$ cat src/rtl/wwd_pkg.sv
package wwd_pkg;
  localparam int ADDR_W = 18;
  localparam int DATA_W = 32;
  localparam int REG_W = 8;
  localparam int CNT_W = 14;
  localparam int PRE_W = 7;
  // Register indices; byte address is four times the index
  localparam logic [15:0] IDX_REFRESH = 16'h000D;
  localparam logic [15:0] IDX_START = 16'h000E;
  localparam logic [15:0] IDX_CONTROL = 16'h000F;
  localparam logic [15:0] IDX_PROTECT = 16'h001C;
  localparam logic [15:0] IDX_PM_ONE = 16'h0020;
  localparam logic [15:0] IDX_CLK_ZERO = 16'h0021;
  localparam logic [15:0] IDX_OPT_TWO = 16'hFFDB;
  localparam logic [15:0] IDX_OPT_ONE = 16'hFFFF;
  // Bit positions
  localparam int PRESEL_BIT = 7;
  localparam int PROT_BIT = 7;
  localparam int ACTION_BIT = 2;
  localparam int LSCLK_BIT = 7;
  localparam int AUTOSTART_BIT = 0;
  localparam int PROTINIT_BIT = 7;
  // Values
  localparam logic [REG_W-1:0] REFRESH_FIRST = 8'h00;
  localparam logic [REG_W-1:0] REFRESH_SECOND = 8'hFF;
  localparam logic [REG_W-1:0] OPT_ERASED = 8'hFF;
  localparam logic [REG_W-1:0] REG_ZERO = 8'h00;
  localparam logic [CNT_W-1:0] INIT_P0 = 14'h03FF;
  localparam logic [CNT_W-1:0] INIT_P1 = 14'h0FFF;
  localparam logic [CNT_W-1:0] INIT_P2 = 14'h1FFF;
  localparam logic [CNT_W-1:0] INIT_P3 = 14'h3FFF;
  localparam logic [CNT_W-1:0] CNT_LAST = 14'h0001;
  localparam logic [CNT_W-1:0] CNT_ONE = 14'h0001;
  localparam logic [PRE_W-1:0] DIV2_MASK = 7'h01;
  localparam logic [PRE_W-1:0] DIV16_MASK = 7'h0F;
  localparam logic [PRE_W-1:0] DIV128_MASK = 7'h7F;
  localparam logic [PRE_W-1:0] PRE_ONE = 7'h01;
  localparam logic [1:0] RESP_OKAY = 2'h0;
  localparam logic [1:0] RESP_SLVERR = 2'h2;

  typedef struct packed {
    logic [3:0] reserved;
    logic [1:0] windowSel;
    logic [1:0] periodSel;
  } wwd_opt2_t;

  typedef struct packed {
    logic irq;
    logic rst;
  } wwd_event_t;

  typedef enum logic {WWD_STOPPED, WWD_RUNNING} wwd_state_t;

  typedef enum logic [3:0] {
    WWD_R_NONE, WWD_R_REFRESH, WWD_R_START, WWD_R_CONTROL, WWD_R_PROTECT,
    WWD_R_PM_ONE, WWD_R_CLK_ZERO, WWD_R_OPT_TWO, WWD_R_OPT_ONE
  } wwd_reg_t;
endpackage : wwd_pkg

$ cat src/rtl/wwd_windowed_watchdog.sv
// How it works
// - Period field picks 03FFh/0FFFh/1FFFh/3FFFh initial count
// - Window field picks 25/50/75/100 percent share
// - Refresh outside window raises interrupt or reset
// - 00h then FFh inside window, reset, underflow reload counter
// - Unprotected mode counts down on CPU clock
// - Prescaler divides 16 or 128, 2 on low-speed
// - Unprotected period is division ratio times count
// - Option bit 1: stopped until start write
// - Option bit 0: starts right after reset
// - Unprotected counter halts in stop and wait
// - Unprotected underflow: action bit picks interrupt/reset
// - Prescaler cleared by reset only
// - Auto-start option is read-only to software
// - Protected mode counts oscillator ticks, no prescaler
// - Protected counter keeps running in stop/wait
// - Protected underflow always resets
// - Protection turns oscillator on, forces reset action
// - Protection-after-reset option sets protection bit
// - Erased option byte two reads FFh
// - Protection set by 0 then 1, never cleared
// - Control register shows six-bit counter slice
//
// Chosen here: the AXI4-Lite register port.
`timescale 1ns/1ps
`default_nettype none
module wwd_windowed_watchdog (
  input wire logic mclk,
  input wire logic nrst,
  input wire logic ce,
  input wire logic [wwd_pkg::ADDR_W-1:0] s_axi_awaddr,
  input wire logic s_axi_awvalid,
  output logic s_axi_awready,
  input wire logic [wwd_pkg::DATA_W-1:0] s_axi_wdata,
  input wire logic [3:0] s_axi_wstrb,
  input wire logic s_axi_wvalid,
  output logic s_axi_wready,
  output logic [1:0] s_axi_bresp,
  output logic s_axi_bvalid,
  input wire logic s_axi_bready,
  input wire logic [wwd_pkg::ADDR_W-1:0] s_axi_araddr,
  input wire logic s_axi_arvalid,
  output logic s_axi_arready,
  output logic [wwd_pkg::DATA_W-1:0] s_axi_rdata,
  output logic [1:0] s_axi_rresp,
  output logic s_axi_rvalid,
  input wire logic s_axi_rready,
  input wire logic [wwd_pkg::REG_W-1:0] optionByteOneFlash,
  input wire wwd_pkg::wwd_opt2_t watchdogOptionByteTwoFlash,
  input wire logic flashBlank,
  input wire logic wdtOscClk,
  input wire logic stopMode,
  input wire logic waitMode,
  output wwd_pkg::wwd_event_t wdtEvent,
  output logic wdtOscOn
);
  import wwd_pkg::*;

  function automatic wwd_reg_t regSel(input logic [ADDR_W-1:0] addr);
    if (addr == {IDX_REFRESH, 2'b00}) begin
      return WWD_R_REFRESH;
    end else if (addr == {IDX_START, 2'b00}) begin
      return WWD_R_START;
    end else if (addr == {IDX_CONTROL, 2'b00}) begin
      return WWD_R_CONTROL;
    end else if (addr == {IDX_PROTECT, 2'b00}) begin
      return WWD_R_PROTECT;
    end else if (addr == {IDX_PM_ONE, 2'b00}) begin
      return WWD_R_PM_ONE;
    end else if (addr == {IDX_CLK_ZERO, 2'b00}) begin
      return WWD_R_CLK_ZERO;
    end else if (addr == {IDX_OPT_TWO, 2'b00}) begin
      return WWD_R_OPT_TWO;
    end else if (addr == {IDX_OPT_ONE, 2'b00}) begin
      return WWD_R_OPT_ONE;
    end else begin
      return WWD_R_NONE;
    end
  endfunction : regSel

  function automatic logic [CNT_W-1:0] initOf(input logic [1:0] sel);
    case (sel)
      2'b00: return INIT_P0;
      2'b01: return INIT_P1;
      2'b10: return INIT_P2;
      default: return INIT_P3;
    endcase
  endfunction : initOf

  // Count values below this limit lie inside the refresh window
  function automatic logic [CNT_W:0] winLimitOf(input logic [CNT_W-1:0] init, input logic [1:0] sel);
    logic [CNT_W:0] quarter;
    quarter = ({1'b0, init} + {1'b0, CNT_ONE}) >> 2;
    case (sel)
      2'b00: return quarter;
      2'b01: return quarter << 1;
      2'b10: return quarter + (quarter << 1);
      default: return quarter << 2;
    endcase
  endfunction : winLimitOf

  function automatic logic [5:0] ctrlSlice(input logic [CNT_W-1:0] cnt, input logic [1:0] sel);
    case (sel)
      2'b00: return cnt[5:0];
      2'b01: return cnt[7:2];
      2'b10: return cnt[8:3];
      default: return cnt[9:4];
    endcase
  endfunction : ctrlSlice

  logic awHeld;
  logic [ADDR_W-1:0] awAddr;
  logic wHeld;
  logic [REG_W-1:0] wByte;
  logic wLane;
  logic optLoaded;
  logic [REG_W-1:0] optionByteOne;
  wwd_opt2_t watchdogOptionByteTwo;
  wwd_state_t state;
  logic [CNT_W-1:0] count;
  logic [PRE_W-1:0] prescaler;
  logic oscPrev;
  logic refreshArm;
  logic protArm;
  logic protectionModeBit;
  logic underflowActionSelect;
  logic lowSpeedClockSelect;
  logic prescalerSelect;

  logic wrDo;
  wwd_reg_t wrSel;
  logic wrEn;
  logic loadCycle;
  logic [REG_W-1:0] optOneEff;
  wwd_opt2_t optTwoEff;
  logic running;
  logic halted;
  logic [PRE_W-1:0] preMask;
  logic preTick;
  logic oscEdge;
  logic cntTick;
  logic underflow;
  logic refreshDone;
  logic inWindow;
  logic goodRefresh;
  logic badRefresh;
  logic startWrite;
  logic eventIsReset;
  logic wdtFault;
  logic [CNT_W-1:0] initValue;
  logic [REG_W-1:0] rdByte;

  // AXI4-Lite handshakes; address and data are taken in either order
  assign s_axi_awready = ce && !awHeld;
  assign s_axi_wready = ce && !wHeld;
  assign s_axi_arready = ce && !s_axi_rvalid;
  assign wrDo = ce && awHeld && wHeld && !s_axi_bvalid;
  assign wrSel = regSel(awAddr);
  assign wrEn = wrDo && wLane;

  always_ff @(posedge mclk or negedge nrst) begin
    if (!nrst) begin
      awHeld <= 1'b0;
      awAddr <= '0;
    end else if (ce) begin
      if (s_axi_awvalid && s_axi_awready) begin
        awHeld <= 1'b1;
        awAddr <= s_axi_awaddr;
      end else if (wrDo) begin
        awHeld <= 1'b0;
      end
    end
  end

  always_ff @(posedge mclk or negedge nrst) begin
    if (!nrst) begin
      wHeld <= 1'b0;
      wByte <= REG_ZERO;
      wLane <= 1'b0;
    end else if (ce) begin
      if (s_axi_wvalid && s_axi_wready) begin
        wHeld <= 1'b1;
        wByte <= s_axi_wdata[REG_W-1:0];
        wLane <= s_axi_wstrb[0];
      end else if (wrDo) begin
        wHeld <= 1'b0;
      end
    end
  end

  always_ff @(posedge mclk or negedge nrst) begin
    if (!nrst) begin
      s_axi_bvalid <= 1'b0;
      s_axi_bresp <= RESP_OKAY;
    end else if (ce) begin
      if (wrDo) begin
        s_axi_bvalid <= 1'b1;
        s_axi_bresp <= (wrSel == WWD_R_NONE) ? RESP_SLVERR : RESP_OKAY;
      end else if (s_axi_bready) begin
        s_axi_bvalid <= 1'b0;
      end
    end
  end

  always_comb begin
    case (regSel(s_axi_araddr))
      WWD_R_CONTROL: rdByte = {prescalerSelect, 1'b0, ctrlSlice(count, watchdogOptionByteTwo.periodSel)};
      WWD_R_PROTECT: rdByte = {protectionModeBit, 7'h00};
      WWD_R_PM_ONE: rdByte = {5'h00, underflowActionSelect, 2'h0};
      WWD_R_CLK_ZERO: rdByte = {lowSpeedClockSelect, 7'h00};
      WWD_R_OPT_TWO: rdByte = watchdogOptionByteTwo;
      WWD_R_OPT_ONE: rdByte = optionByteOne;
      default: rdByte = REG_ZERO;
    endcase
  end

  always_ff @(posedge mclk or negedge nrst) begin
    if (!nrst) begin
      s_axi_rvalid <= 1'b0;
      s_axi_rdata <= '0;
      s_axi_rresp <= RESP_OKAY;
    end else if (ce) begin
      if (s_axi_arvalid && s_axi_arready) begin
        s_axi_rvalid <= 1'b1;
        s_axi_rdata <= {{(DATA_W-REG_W){1'b0}}, rdByte};
        s_axi_rresp <= (regSel(s_axi_araddr) == WWD_R_NONE) ? RESP_SLVERR : RESP_OKAY;
      end else if (s_axi_rready) begin
        s_axi_rvalid <= 1'b0;
      end
    end
  end

  // Option bytes come from flash; a blank block reads all ones
  assign optOneEff = flashBlank ? OPT_ERASED : optionByteOneFlash;
  assign optTwoEff = flashBlank ? wwd_opt2_t'(OPT_ERASED) : watchdogOptionByteTwoFlash;
  assign loadCycle = ce && !optLoaded;

  // Captured once after reset release; bus writes never touch them
  always_ff @(posedge mclk or negedge nrst) begin
    if (!nrst) begin
      optLoaded <= 1'b0;
      optionByteOne <= OPT_ERASED;
      watchdogOptionByteTwo <= wwd_opt2_t'(OPT_ERASED);
    end else if (loadCycle) begin
      optLoaded <= 1'b1;
      optionByteOne <= optOneEff;
      watchdogOptionByteTwo <= optTwoEff;
    end
  end

  assign startWrite = wrEn && (wrSel == WWD_R_START);

  always_ff @(posedge mclk or negedge nrst) begin
    if (!nrst) begin
      state <= WWD_STOPPED;
    end else if (ce) begin
      case (state)
        WWD_STOPPED: begin
          if (loadCycle && !optOneEff[AUTOSTART_BIT]) begin
            state <= WWD_RUNNING;
          end else if (startWrite && optLoaded) begin
            state <= WWD_RUNNING;
          end
        end
        default: state <= WWD_RUNNING;
      endcase
    end
  end

  // Control bits held in software registers
  always_ff @(posedge mclk or negedge nrst) begin
    if (!nrst) begin
      prescalerSelect <= 1'b0;
      lowSpeedClockSelect <= 1'b0;
    end else if (wrEn) begin
      if (wrSel == WWD_R_CONTROL) begin
        prescalerSelect <= wByte[PRESEL_BIT];
      end else if (wrSel == WWD_R_CLK_ZERO) begin
        lowSpeedClockSelect <= wByte[LSCLK_BIT];
      end
    end
  end

  always_ff @(posedge mclk or negedge nrst) begin
    if (!nrst) begin
      protArm <= 1'b0;
      protectionModeBit <= 1'b0;
    end else if (loadCycle) begin
      protectionModeBit <= !optOneEff[PROTINIT_BIT];
    end else if (wrEn && wrSel == WWD_R_PROTECT) begin
      protArm <= !wByte[PROT_BIT];
      if (wByte[PROT_BIT] && protArm) begin
        protectionModeBit <= 1'b1;
      end
    end else if (wrEn) begin
      protArm <= 1'b0;
    end
  end

  always_ff @(posedge mclk or negedge nrst) begin
    if (!nrst) begin
      underflowActionSelect <= 1'b0;
    end else if (ce) begin
      if (protectionModeBit) begin
        underflowActionSelect <= 1'b1;
      end else if (wrEn && wrSel == WWD_R_PM_ONE) begin
        underflowActionSelect <= wByte[ACTION_BIT];
      end
    end
  end

  assign wdtOscOn = protectionModeBit;

  // Count source selection
  assign running = (state == WWD_RUNNING);
  assign halted = !protectionModeBit && (stopMode || waitMode);
  assign preMask = lowSpeedClockSelect ? DIV2_MASK : (prescalerSelect ? DIV128_MASK : DIV16_MASK);
  assign preTick = (prescaler & preMask) == preMask;
  assign oscEdge = wdtOscClk && !oscPrev;
  assign cntTick = ce && running && (protectionModeBit ? oscEdge : (!halted && preTick));
  assign underflow = cntTick && (count == CNT_LAST);

  // Prescaler counts while the unprotected counter runs; only reset clears it, so refresh leaves phase alone
  always_ff @(posedge mclk or negedge nrst) begin
    if (!nrst) begin
      prescaler <= '0;
    end else if (ce && running && !halted && !protectionModeBit) begin
      prescaler <= prescaler + PRE_ONE;
    end
  end

  always_ff @(posedge mclk or negedge nrst) begin
    if (!nrst) begin
      oscPrev <= 1'b0;
    end else if (ce) begin
      oscPrev <= wdtOscClk;
    end
  end

  // Refresh sequence: an FFh write completes only right after a 00h write
  assign refreshDone = wrEn && (wrSel == WWD_R_REFRESH) && (wByte == REFRESH_SECOND) && refreshArm;
  assign inWindow = {1'b0, count} < winLimitOf(initValue, watchdogOptionByteTwo.windowSel);
  assign goodRefresh = refreshDone && running && inWindow;
  assign badRefresh = refreshDone && running && !inWindow;

  always_ff @(posedge mclk or negedge nrst) begin
    if (!nrst) begin
      refreshArm <= 1'b0;
    end else if (wrEn) begin
      refreshArm <= (wrSel == WWD_R_REFRESH) && (wByte == REFRESH_FIRST);
    end
  end

  assign initValue = initOf(watchdogOptionByteTwo.periodSel);

  always_ff @(posedge mclk or negedge nrst) begin
    if (!nrst) begin
      count <= '0;
    end else if (loadCycle) begin
      count <= initOf(optTwoEff.periodSel);
    end else if (ce) begin
      if ((startWrite && !running) || goodRefresh || underflow) begin
        count <= initValue;
      end else if (cntTick) begin
        count <= count - CNT_ONE;
      end
    end
  end

  // Fault outputs are one-cycle pulses
  assign eventIsReset = underflowActionSelect || protectionModeBit;
  assign wdtFault = underflow || badRefresh;

  always_ff @(posedge mclk or negedge nrst) begin
    if (!nrst) begin
      wdtEvent <= '0;
    end else if (ce) begin
      wdtEvent.irq <= wdtFault && !eventIsReset;
      wdtEvent.rst <= wdtFault && eventIsReset;
    end
  end
endmodule : wwd_windowed_watchdog
`default_nettype wire

$ cat config.mk
export PLATFORM = sky130hd
export DESIGN_NAME = wwd_windowed_watchdog
export DESIGN_NICKNAME = d
export VERILOG_FILES = /design/src/rtl/wwd_pkg.sv /design/src/rtl/wwd_windowed_watchdog.sv
export SDC_FILE = /design/constraint.sdc
export NUM_CORES = 1
export LEC_CHECK = 0
export BUFFER_PORTS_ARGS = -buffer_cell sky130_fd_sc_hd__buf_2
export CORE_ASPECT_RATIO = 1.5
export CORE_MARGIN = 2
export CORE_UTILIZATION = 25
export CTS_CLUSTER_DIAMETER = 60
export DETAILED_ROUTE_END_ITERATION = 10
export HOLD_SLACK_MARGIN = 0.1
export SETUP_SLACK_MARGIN = 0.2
export SYNTH_ARGS = -nofsm -noshare
export SYNTH_HDL_FRONTEND = slang
export SYNTH_SLANG_ARGS = --single-unit
$ cat constraint.sdc
create_clock -name mclk -period 5 [get_ports mclk]
set_input_delay 0.25 -clock mclk [delete_from_list [all_inputs] [get_ports mclk]]
set_output_delay 0.25 -clock mclk [all_outputs]
set_load 0.05 [all_outputs]
==> run metrics, run 1 <==
I/O pin cnt=144; Reg-to-Reg End=count[8]$_DFFE_PN0P_; Post-synth top cells=nand2_1, dfrtp_1, o21ai_0; Distinct cells, synth=76; initial antenna violation count=1; CP Cell Sequence=inv_1 -> ha_1 -> nand2_1 -> o21ai_0 -> mux4_2 -> inv_1 -> ha_1 -> o21ai_0 -> o21ai_0 -> a21o_1 -> o211ai_1 -> or4_1 -> a22o_1; CP most frequent cell=o21ai_0; Peak supply drop=0.238 mV; Final Skew=0.00783 ns; clk_lat worst skew=0.35 ns; synth top area cells=dfrtp_1, dfstp_2, mux2_2, nand2_1, buf_4; via count=4,337; synth warn=0; setup TNS=0 ns; max-capacitance violation count=0; Final Max Slew Viols=0; die area=22,400 µm²; max frequency=269 MHz; cell area after technology mapping=5310 µm²; vias per inst=4.83; crit-path max cell delay=0.58 ns; # clock sinks=89; Mapped Cells=549; 1st-iter DRT viols=193; total CTS buffers=9; FF-to-FF setup slack=1.29 ns; Rows=65; Crit Path Max Fanout=12; TritonRoute pass-1 iters=6; first-pass GRT wire length=21,300 µm; crit path kind=reg -> reg; post-synth top area share=34.4%; HP Start=s_axi_awaddr[15]; leading area contributor after synthesis=dfrtp_1; Avg WL per Cell=14.8 µm; register bit count reported by yosys=89; Post-DP Area=5890 µm²; drc violations=0; Placed Instances=881; area grow syn2layout=16.6%; Clk pin slew, worst setup/hold paths=0.07 ns; Final min period=3.71 ns; Critical Path End=count[8]$_DFFE_PN0P_; syn_area_per_cell=9.67 µm²; Slew HR=30.9%; CP Launch Point=watchdogOptionByteTwo[0]$_DFFE_PN1P_; Least-Margin Pin Slew=1.03 ns; Initial Util=25.4%; I/O Buffers=90; largest net degree at the start of global routing=47; Leak=2.78 nW; Post-Layout Cell Count=898; Fillers=2,223; register area share after synthesis=42.3%; Worst Setup Start Kind=flop; antenna fix cells=0; unrepaired setup endpoints after global routing=false; die height=182 µm; GRT overflow=0; die width=123 µm; Worst path slowest cell=dfstp_2; Core ar.=20,900 µm²; total track usage=11.9%; Tcrit/Tclk final=74.2%; H-tree levels=3; Critical Path RT=5.24 ns; hold crit path type=in -> reg; top_reg_cell synth=dfrtp_1; dpl hpwl=10,000 µm; gpl congestion=0.812; status=finished, final reports clean; PwrDens=351 nW/µm²; most used standard cell by instance count after synthesis=nand2_1; r2r startpoint=watchdogOptionByteTwo[0]$_DFFE_PN1P_; number of routed nets with antenna violations=0; layout cell share with drive strength beyond 1=29.2%; Final Cell Area=6190 µm²; endpoints failing setup=0; Clock Path Buffers=2; Post-synth ARST share=100%; Crit path arrival time=3.95 ns; vias in the first global route=4,222; Final Hold Fails=0; TritonCTS clock tree=done; Reg2Reg Depth=13; Routed WL=13,300 µm; Post-synth EDFFs=0; clk root buf=clkbuf_16; Layout Nets=739; Critical Path Sink Type=flop
## placed cells by master, fill, tap and decap left out, types with 5 or more instances in the layout
cell	count
buf_2	89
nand2_1	84
dfrtp_1	73
o21ai_0	38
mux2_2	35
nor2_1	32
conb_1	26
inv_1	21
dfstp_2	16
nor4_1	14
ha_1	14
a21oi_1	12
nand4_1	12
nor3_1	12
a222oi_1	12
clkbuf_16	9
xnor2_1	7
nand3_1	7
a31oi_1	5
or2_2	5
o21a_1	5
## how the worst min path moves through the flow
stage / cells after the start / slack (ns) / endpoint
after detailed placement: 1 / 0.29 / wByte[3]$_DFFE_PN0P_
after global routing: 2 / 0.13 / awAddr[13]$_DFFE_PN0P_
after floorplan: 0 / -0.05 / awAddr[0]$_DFFE_PN0P_
after global placement: 1 / 0.29 / wByte[0]$_DFFE_PN0P_
final: 2 / 0.13 / awAddr[15]$_DFFE_PN0P_
after CTS: 2 / 0.12 / awAddr[15]$_DFFE_PN0P_
## logic make-up (layout without fill, tap and decap cells)
| logic type | after synthesis | count (layout) | synth area share [%] |
|---|---|---|---|
| buffers and inverters | 74 | 130 | 7.40 |
| AOI/OAI and AO/OA | 117 | 117 | 16.3 |
| and+or+nand+nor | 203 | 203 | 20.2 |
| DFF | 89 | 89 | 42.3 |
| muxes | 40 | 40 | 8.60 |
| other | 1 | 26 | 0.0707 |
| adders and majority gates | 14 | 14 | 3.30 |
| xor gates and xnor gates | 11 | 11 | 1.82 |
## critical path, delay by kind of cell (launching register included)
family | cells | cell delay, ns
AOI/OAI and AO/OA | 6 | 1.32
adders and majority gates | 2 | 0.42
buffers and inverters | 2 | 0.16
DFF | 1 | 0.58
muxes | 1 | 0.47
and+or+nand+nor | 2 | 0.64
## state kept, by name, summed over array words and instances (netlist names)
| signal | flops |
|---|---|
| wLane | 1 |
| refreshArm | 1 |
| s_axi_rdata | 8 |
| optionByteOne | 8 |
| watchdogOptionByteTwo | 8 |
| underflowActionSelect | 1 |
| s_axi_rresp | 1 |
| s_axi_rvalid | 1 |
| awHeld | 1 |
| protArm | 1 |
| s_axi_bresp | 1 |
| s_axi_bvalid | 1 |
| wByte | 8 |
| optLoaded | 1 |
| wdtOscOn | 1 |
| prescaler | 7 |
| oscPrev | 1 |
| wdtEvent | 2 |
| running | 1 |
| wHeld | 1 |
| count | 14 |
| prescalerSelect | 1 |
| lowSpeedClockSelect | 1 |
| awAddr | 18 |
## area by class of cell
type                       count  area (µm²)  share of cell area, %
multi-input combinational    411        2760                   44.6
inverter                      21        78.8                   1.27
clock inverter                 6        58.8                  0.950
tap                          268         335                   5.42
clock buffer                  10         229                   3.70
timing repair buffer          93         478                   7.72
sequential                    89        2250                   36.3
## routing by layer
| layer | track usage, % | wire length [µm] | vias up |
|---|---|---|---|
| li1 | - | - | 2098 |
| met1 | 14.1 | 5520 | 2095 |
| met2 | 21.1 | 6870 | 122 |
| met3 | 2.25 | 666 | 20 |
| met4 | 4.50 | 270 | 2 |
| met5 | 0 | 13 | - |
## per-stage QoR
step / utilization [%] / setup WS (ns) / hold WS [ns] / power, W
after floorplan: - / 1.89 / -0.0456 / 0.00139
after global placement: 28.2 / 1.36 / 0.291 / 0.00151
after detailed placement: 28.2 / 1.32 / 0.290 / 0.00152
after CTS: 29.6 / 1.29 / 0.116 / 0.00220
after global routing: 29.6 / 0.959 / 0.125 / 0.00228
final: 29.6 / 1.29 / 0.126 / 0.00217
## power by group
| part | total, W | internal (W) | leakage [nW] | switching (W) |
|---|---|---|---|---|
| clock network | 0.000670 | 0.000384 | 0.136 | 0.000286 |
| registers | 0.00103 | 0.000867 | 1.09 | 0.000159 |
| logic | 0.000476 | 0.000205 | 1.56 | 0.000270 |
| total | 0.00217 | 0.00146 | 2.78 | 0.000715 |
## repair_timing
action	CTS	global route
buffers inserted	0	0
hold endpoints to repair	43	0
gates resized for setup	0	0
endpoints found under the setup margin	0	0
hold buffers	1	0
Power figures use the tool's default switching activity.
==> run 2: changes to the inputs <==
==> constraint.sdc (replaced) <==
create_clock -name mclk -period 3.81 [get_ports mclk]
set_input_delay 0.1905 -clock mclk [delete_from_list [all_inputs] [get_ports mclk]]
set_output_delay 0.1905 -clock mclk [all_outputs]
set_load 0.05 [all_outputs]
==> run metrics, run 2 (same netlist as run 1, synthesis figures left out) <==
Net Sw Frac=33.7% (+0.72 points); Slew HR=42.1% (+11 points); Reg-to-Reg End=count[11]$_DFFE_PN0P_; Final Skew=0.00702 ns (-0.000813 ns); Crit Path Max Fanout=14 (+2); hold crit path type=in -> reg; clk root buf=clkbuf_16; Avg WL per Cell=14.6 µm (-1.7%); Critical Path Sink Type=flop; max frequency=296 MHz (+9.9%); grt met1 use=14.3% (+0.20 points); layout cell share with drive strength beyond 1=28.2% (-0.97 points); Peak supply drop=0.279 mV (+17%); hold slack=0.108 ns (-0.0172 ns); crit-path max cell delay=0.57 ns (about the same); total CTS buffers=9 (unchanged); Rows=65 (unchanged); Critical Path End=count[11]$_DFFE_PN0P_; Worst Setup Start Kind=flop; TritonCTS clock tree=done; GRT Max-Usage Layer=met2; Place WS=0.372 ns (-0.944 ns); antenna fix cells=0 (unchanged); I/O Buffers=90 (unchanged); GR Util met3=2.63% (+0.38 points); PnR worst setup slack=0.433 ns (-0.855 ns); via count=4,502 (+3.8%); setup TNS=0 ns (unchanged); HP Start=s_axi_wdata[7]; die area=22,400 µm² (unchanged); Clock Path Buffers=2 (unchanged); unrepaired setup endpoints after global routing=false; Crit path arrival time=3.65 ns (-0.30 ns); FF-to-FF setup slack=0.43 ns (-0.86 ns); endpoints failing setup=0 (unchanged); Final Max Slew Viols=0 (unchanged); Initial Util=25.4% (unchanged); # clock sinks=89 (unchanged); vias per inst=4.78 (-0.94%); final design utilization=31.6% (+2.0 points); I/O pin cnt=144 (unchanged); Reg2Reg Depth=14 (+1); GRT overflow=0 (unchanged); largest net degree at the start of global routing=67 (+43%); die height=182 µm (unchanged); clk_lat worst skew=0.34 ns (about the same); Core ar.=20,900 µm² (unchanged); TritonRoute pass-1 iters=8 (+2); H-tree levels=3 (unchanged); Leak=2.97 nW (+6.8%); register share of total power=46.8% (-0.5 points); sw power=0.000973 W (+36%); Final Hold Fails=0 (unchanged); dpl hpwl=10,200 µm (+1.7%); PwrDens=438 nW/µm² (+25%); most frequent cells in the layout=buf_2, nand2_1, dfrtp_1, dlygate4sd3_1, o21ai_0; Regs by FF count=awAddr: 18 flops, count: 14 flops; first-pass GRT wire length=22,100 µm (+3.5%); initial antenna violation count=1 (unchanged); 1st-iter DRT viols=253 (+31%); number of routed nets with antenna violations=0 (unchanged); Clock power frac=30.3% (-0.5 points); commonest non-fill, non-tap cell in the layout=buf_2; drc violations=0 (unchanged); Critical Path RT=4.08 ns (-1.16 ns); CP Cell Sequence=inv_1 -> ha_1 -> nand2_1 -> o21ai_0 -> mux4_2 -> inv_1 -> ha_1 -> o21ai_0 -> o21ai_1 -> a21o_1 -> a221oi_4 -> buf_4 -> a21boi_1 -> a2bb2oi_2; status=finished, final reports clean; cell-internal power=0.00192 W (+32%); Layout Nets=782 (+5.8%); max reg flops=18 (unchanged); gpl congestion=0.815 (+0.37%); r2r startpoint=watchdogOptionByteTwo[0]$_DFFE_PN1P_; Least-Margin Pin Slew=0.868 ns (-0.164 ns); Tcrit/Tclk final=88.6% (+14 points); die width=123 µm (unchanged); crit path kind=reg -> reg; vias in the first global route=4,316 (+2.2%); area grow syn2layout=24.5%; total track usage=12.2% (+0.30 points); Worst path slowest cell=dfstp_2; CP Launch Point=watchdogOptionByteTwo[0]$_DFFE_PN1P_; combinational power share=22.9% (+1.0 points); Clk pin slew, worst setup/hold paths=0.07 ns (about the same); Final min period=3.38 ns (-0.335 ns); max-capacitance violation count=0 (unchanged); Largest Register=awAddr; Routed WL=13,700 µm (+3.0%); Fillers=2,126 (-4.4%); met2 GRT Util=22.7% (+1.6 points)
==> run 2: cell types whose count changed in the layout (fill, tap and decap cells not counted), moves of 2 or more <==
| cell | delta |
|---|---|
| dlygate4sd3_1 | +38 |
| buf_4 | +5 |
| inv_4 | +3 |
| clkinv_2 | -2 |
==> run 2: per-layer routing <==
| layer | vias up | part of all wire, % |
|---|---|---|
| met3 | 10 | 5.5 |
| met4 | 2 | 0.77 |
| met1 | 2167 | 40 |
| met2 | 135 | 54 |
| li1 | 2188 | - |
| met5 | - | 0.095 |
==> run 2: through the flow <==
| step | total power [W] | cell area, µm² | instances |
|---|---|---|---|
| 3_3_place_gp | 0.00198 | 5930 | 886 |
| 3_5_place_dp | 0.00200 | 5930 | 886 |
| 5_1_grt | 0.00305 | 6610 | 941 |
| 2_1_floorplan | 0.00182 | 5400 | 574 |
| 4_1_cts | 0.00293 | 6610 | 941 |
| 6_report | 0.00289 | 6610 | 941 |
==> run 2: worst min path at each step <==
stage | end | cells after the start
floorplan | awAddr[0]$_DFFE_PN0P_ | 0
CTS | watchdogOptionByteTwo[3]$_DFFE_PN1P_ | 3
detailed placement | wByte[1]$_DFFE_PN0P_ | 1
global placement | wByte[3]$_DFFE_PN0P_ | 1
finish | wByte[7]$_DFFE_PN0P_ | 2
global route | wByte[7]$_DFFE_PN0P_ | 2
==> run 2: area by class of cell <==
type / instances / area (µm²) / area share [%]
timing repair buffer: 136 / 896 / 13.6
multi-input combinational: 411 / 2760 / 41.8
inverter: 21 / 78.8 / 1.19
sequential: 89 / 2250 / 34.0
tap: 268 / 335 / 5.07
clock inverter: 5 / 35.0 / 0.530
clock buffer: 11 / 254 / 3.84
==> run 2: critical path: cells and delay by family (launching register included) <==
kind	cells	cell delay, ns
AOI/OAI and AO/OA	7	1.21
adders and majority gates	2	0.55
buffers and inverters	3	0.44
DFF	1	0.57
muxes	1	0.47
and+or+nand+nor	1	0.07
==> run 2: what timing repair did <==
| action | CTS | global route |
|---|---|---|
| buffers inserted | 0 | 0 |
| resized for setup | 0 | 1 |
| hold buffers | 39 | 0 |
| endpoints found under the setup margin | 0 | 10 |
| hold endpoints to repair | 102 | 0 |
==> run 2: power by group through the flow <==
stage / clock network (W) / registers [W] / logic (W)
4_1_cts: 0.000907 / 0.00135 / 0.000668
3_3_place_gp: 0 / 0.00136 / 0.000622
3_5_place_dp: 0 / 0.00137 / 0.000635
6_report: 0.000878 / 0.00135 / 0.000661
5_1_grt: 0.000941 / 0.00139 / 0.000723
2_1_floorplan: 0 / 0.00134 / 0.000480
==> run 3: changes to the inputs <==
--- a/config.mk
+++ b/config.mk
@@ -8,10 +8,12 @@
 export BUFFER_PORTS_ARGS = -buffer_cell sky130_fd_sc_hd__buf_2
 export CORE_ASPECT_RATIO = 1.5
 export CORE_MARGIN = 2
-export CORE_UTILIZATION = 25
+export CORE_UTILIZATION = 45
 export CTS_CLUSTER_DIAMETER = 60
 export DETAILED_ROUTE_END_ITERATION = 10
 export HOLD_SLACK_MARGIN = 0.1
+export PLACE_DENSITY = 0.7
+export RECOVER_POWER = 100
 export SETUP_SLACK_MARGIN = 0.2
 export SYNTH_ARGS = -nofsm -noshare
 export SYNTH_HDL_FRONTEND = slang
==> run metrics, run 3 (same netlist as run 1, synthesis figures left out) <==
status=finished with violations; violated checks=capacitance limit, slew limit; antenna fix cells=0 (unchanged); max reg flops=18 (unchanged); Final Cell Area=6450 µm² (-2.4%); r2r startpoint=watchdogOptionByteTwo[0]$_DFFE_PN1P_; area grow syn2layout=21.5%; layout cell share with drive strength beyond 1=24.6% (-3.6 points); Critical Path RT=4.03 ns (-0.05 ns); Routed WL=13,300 µm (-2.9%); endpoints failing setup=0 (unchanged); I/O pin cnt=144 (unchanged); H-tree levels=3 (unchanged); Tcrit/Tclk final=88.5% (-0.15 points); register area=2250 µm² (unchanged); Worst path slowest cell=dfstp_1; setup TNS=0 ns (unchanged); Clk pin slew, worst setup/hold paths=0.07 ns (about the same); total track usage=21.9% (+9.6 points); first-pass GRT wire length=22,100 µm (about the same); die width=92.7 µm (-25%); FF-to-FF setup slack=0.44 ns (about the same); TritonCTS clock tree=done; largest net degree at the start of global routing=70 (+4.5%); Layout Nets=784 (+0.26%); CP Cell Sequence=inv_1 -> ha_1 -> nand2_1 -> o21ai_0 -> mux4_2 -> inv_1 -> ha_1 -> o21ai_0 -> o21ai_1 -> a21o_1 -> o211ai_1 -> buf_4 -> or4_1 -> a22o_1; GRT overflow=0 (unchanged); dpl hpwl=9440 µm (-7.3%); # clock sinks=89 (unchanged); Final Skew=0.00897 ns (+0.00195 ns); Least-Margin Pin Slew=1.74 ns (+0.873 ns); Clock Path Buffers=2 (unchanged); Largest Register=awAddr; most frequent cells in the layout=nand2_1, dfrtp_1, buf_2, o21ai_0, dlygate4sd3_1; HP Start=s_axi_awaddr[4]; Core ar.=11,500 µm² (-45%); hold crit path type=in -> reg; Final min period=3.37 ns (-0.00568 ns); final design utilization=55.9% (+24 points); Crit path arrival time=3.59 ns (-0.06 ns); crit-path max cell delay=0.62 ns (+0.05 ns); Final Max Slew Viols=70 (+70); vias per inst=5.61 (+17%); I/O Buffers=90 (unchanged); Critical Path Sink Type=flop; die area=12,700 µm² (-43%); die height=137 µm (-25%); CP Launch Point=watchdogOptionByteTwo[0]$_DFFE_PN1P_; Regs by FF count=awAddr: 18 flops, count: 14 flops; 1st-iter DRT viols=191 (-25%); clk root buf=clkbuf_16; Fillers=1,053 (-50%); Peak supply drop=0.363 mV (+30%); Worst Setup Start Kind=flop; Crit Path Max Fanout=12 (-2); gpl congestion=0.894 (+9.7%); unrepaired setup endpoints after global routing=false; Rows=48 (-26%); commonest non-fill, non-tap cell in the layout=nand2_1; number of routed nets with antenna violations=0 (unchanged); max-capacitance violation count=1 (+1); initial antenna violation count=0 (-1); Avg WL per Cell=16.2 µm (+11%); drc violations=0 (unchanged); max frequency=297 MHz (+0.17%); crit path kind=reg -> reg; Slew HR=-16.1% (-58 points); total CTS buffers=9 (unchanged); Power Total=0.00293 W (+1.3%); TritonRoute pass-1 iters=5 (-3); multi-input logic area=2750 µm² (-0.59%); clk_lat worst skew=0.34 ns (about the same); PwrDens=455 nW/µm² (+3.9%); Post-DP Area=5770 µm² (-2.6%); via count=4,627 (+2.8%); Place WS=0.251 ns (-0.121 ns); Leak=2.89 nW (-2.5%); PnR worst setup slack=0.438 ns (+0.00568 ns); Final Hold Fails=0 (unchanged); Initial Util=46.0% (+21 points); vias in the first global route=4,699 (+8.9%)
run 3: cell type report:
cell class | count | area share, %
Multi-Input combinational cell | 411 | 42.6
Sequential cell | 89 | 34.9
Timing Repair Buffer | 138 | 13.6
Clock buffer | 11 | 3.92
Tap cell | 150 | 2.91
Inverter | 21 | 1.22
Clock inverter | 5 | 0.951
run 3: repair_timing:
action | in CTS | in global routing
resized for setup | 0 | 1
endpoints found under the setup margin | 0 | 10
buffers inserted | 0 | 2
hold buffers | 40 | 0
hold endpoints to repair | 91 | 0
run 3: critical path: cells and delay by family, from the launching register on:
kind                     cells  cell delay, ns
buffers and inverters        3            0.39
AND/OR/NAND/NOR              2            0.48
multiplexers                 1            0.47
AO/OA/AOI/OAI                6            0.87
adder cells (fa/ha/maj)      2            0.43
flip-flops                   1            0.62
run 3: report_power, final:
part / internal, W / switching, W / total, W
Combinational: 0.000288 / 0.000365 / 0.000653
Clock: 0.000548 / 0.000381 / 0.000929
Sequential: 0.00114 / 0.000211 / 0.00135
Total: 0.00197 / 0.000957 / 0.00293
run 3: path summary, 6_finish.rpt:
path / endpoint / cells after the start
worst max-delay path: count[8]$_DFFE_PN0P_ / 14
worst min-delay path: awAddr[4]$_DFFE_PN0P_ / 2
worst max register to register: count[8]$_DFFE_PN0P_ / 14
worst min register to register: optionByteOne[5]$_DFFE_PN1P_ / 2
max in group asynchronous: prescaler[4]$_DFFE_PN0P_ / 3
min in group asynchronous: wByte[3]$_DFFE_PN0P_ / 2
run 3: per-stage QoR:
step / hold slack [ns] / std cells
final: 0.120 / 825
after global routing: 0.114 / 825
after CTS: 0.108 / 823
after detailed placement: 0.367 / 767
after global placement: 0.360 / 767
after floorplan: -0.105 / 574
run 3: per-layer routing:
layer  part of all wire, %  wire, µm  up-vias  GRT usage, %
li1                      -         -     2201             -
met1                    39      5180     2252          24.4
met2                    54      7210      149          40.9
met3                   4.7       629       25          3.63
met4                   2.4       318        0          8.82
met5                     0         0        -             0
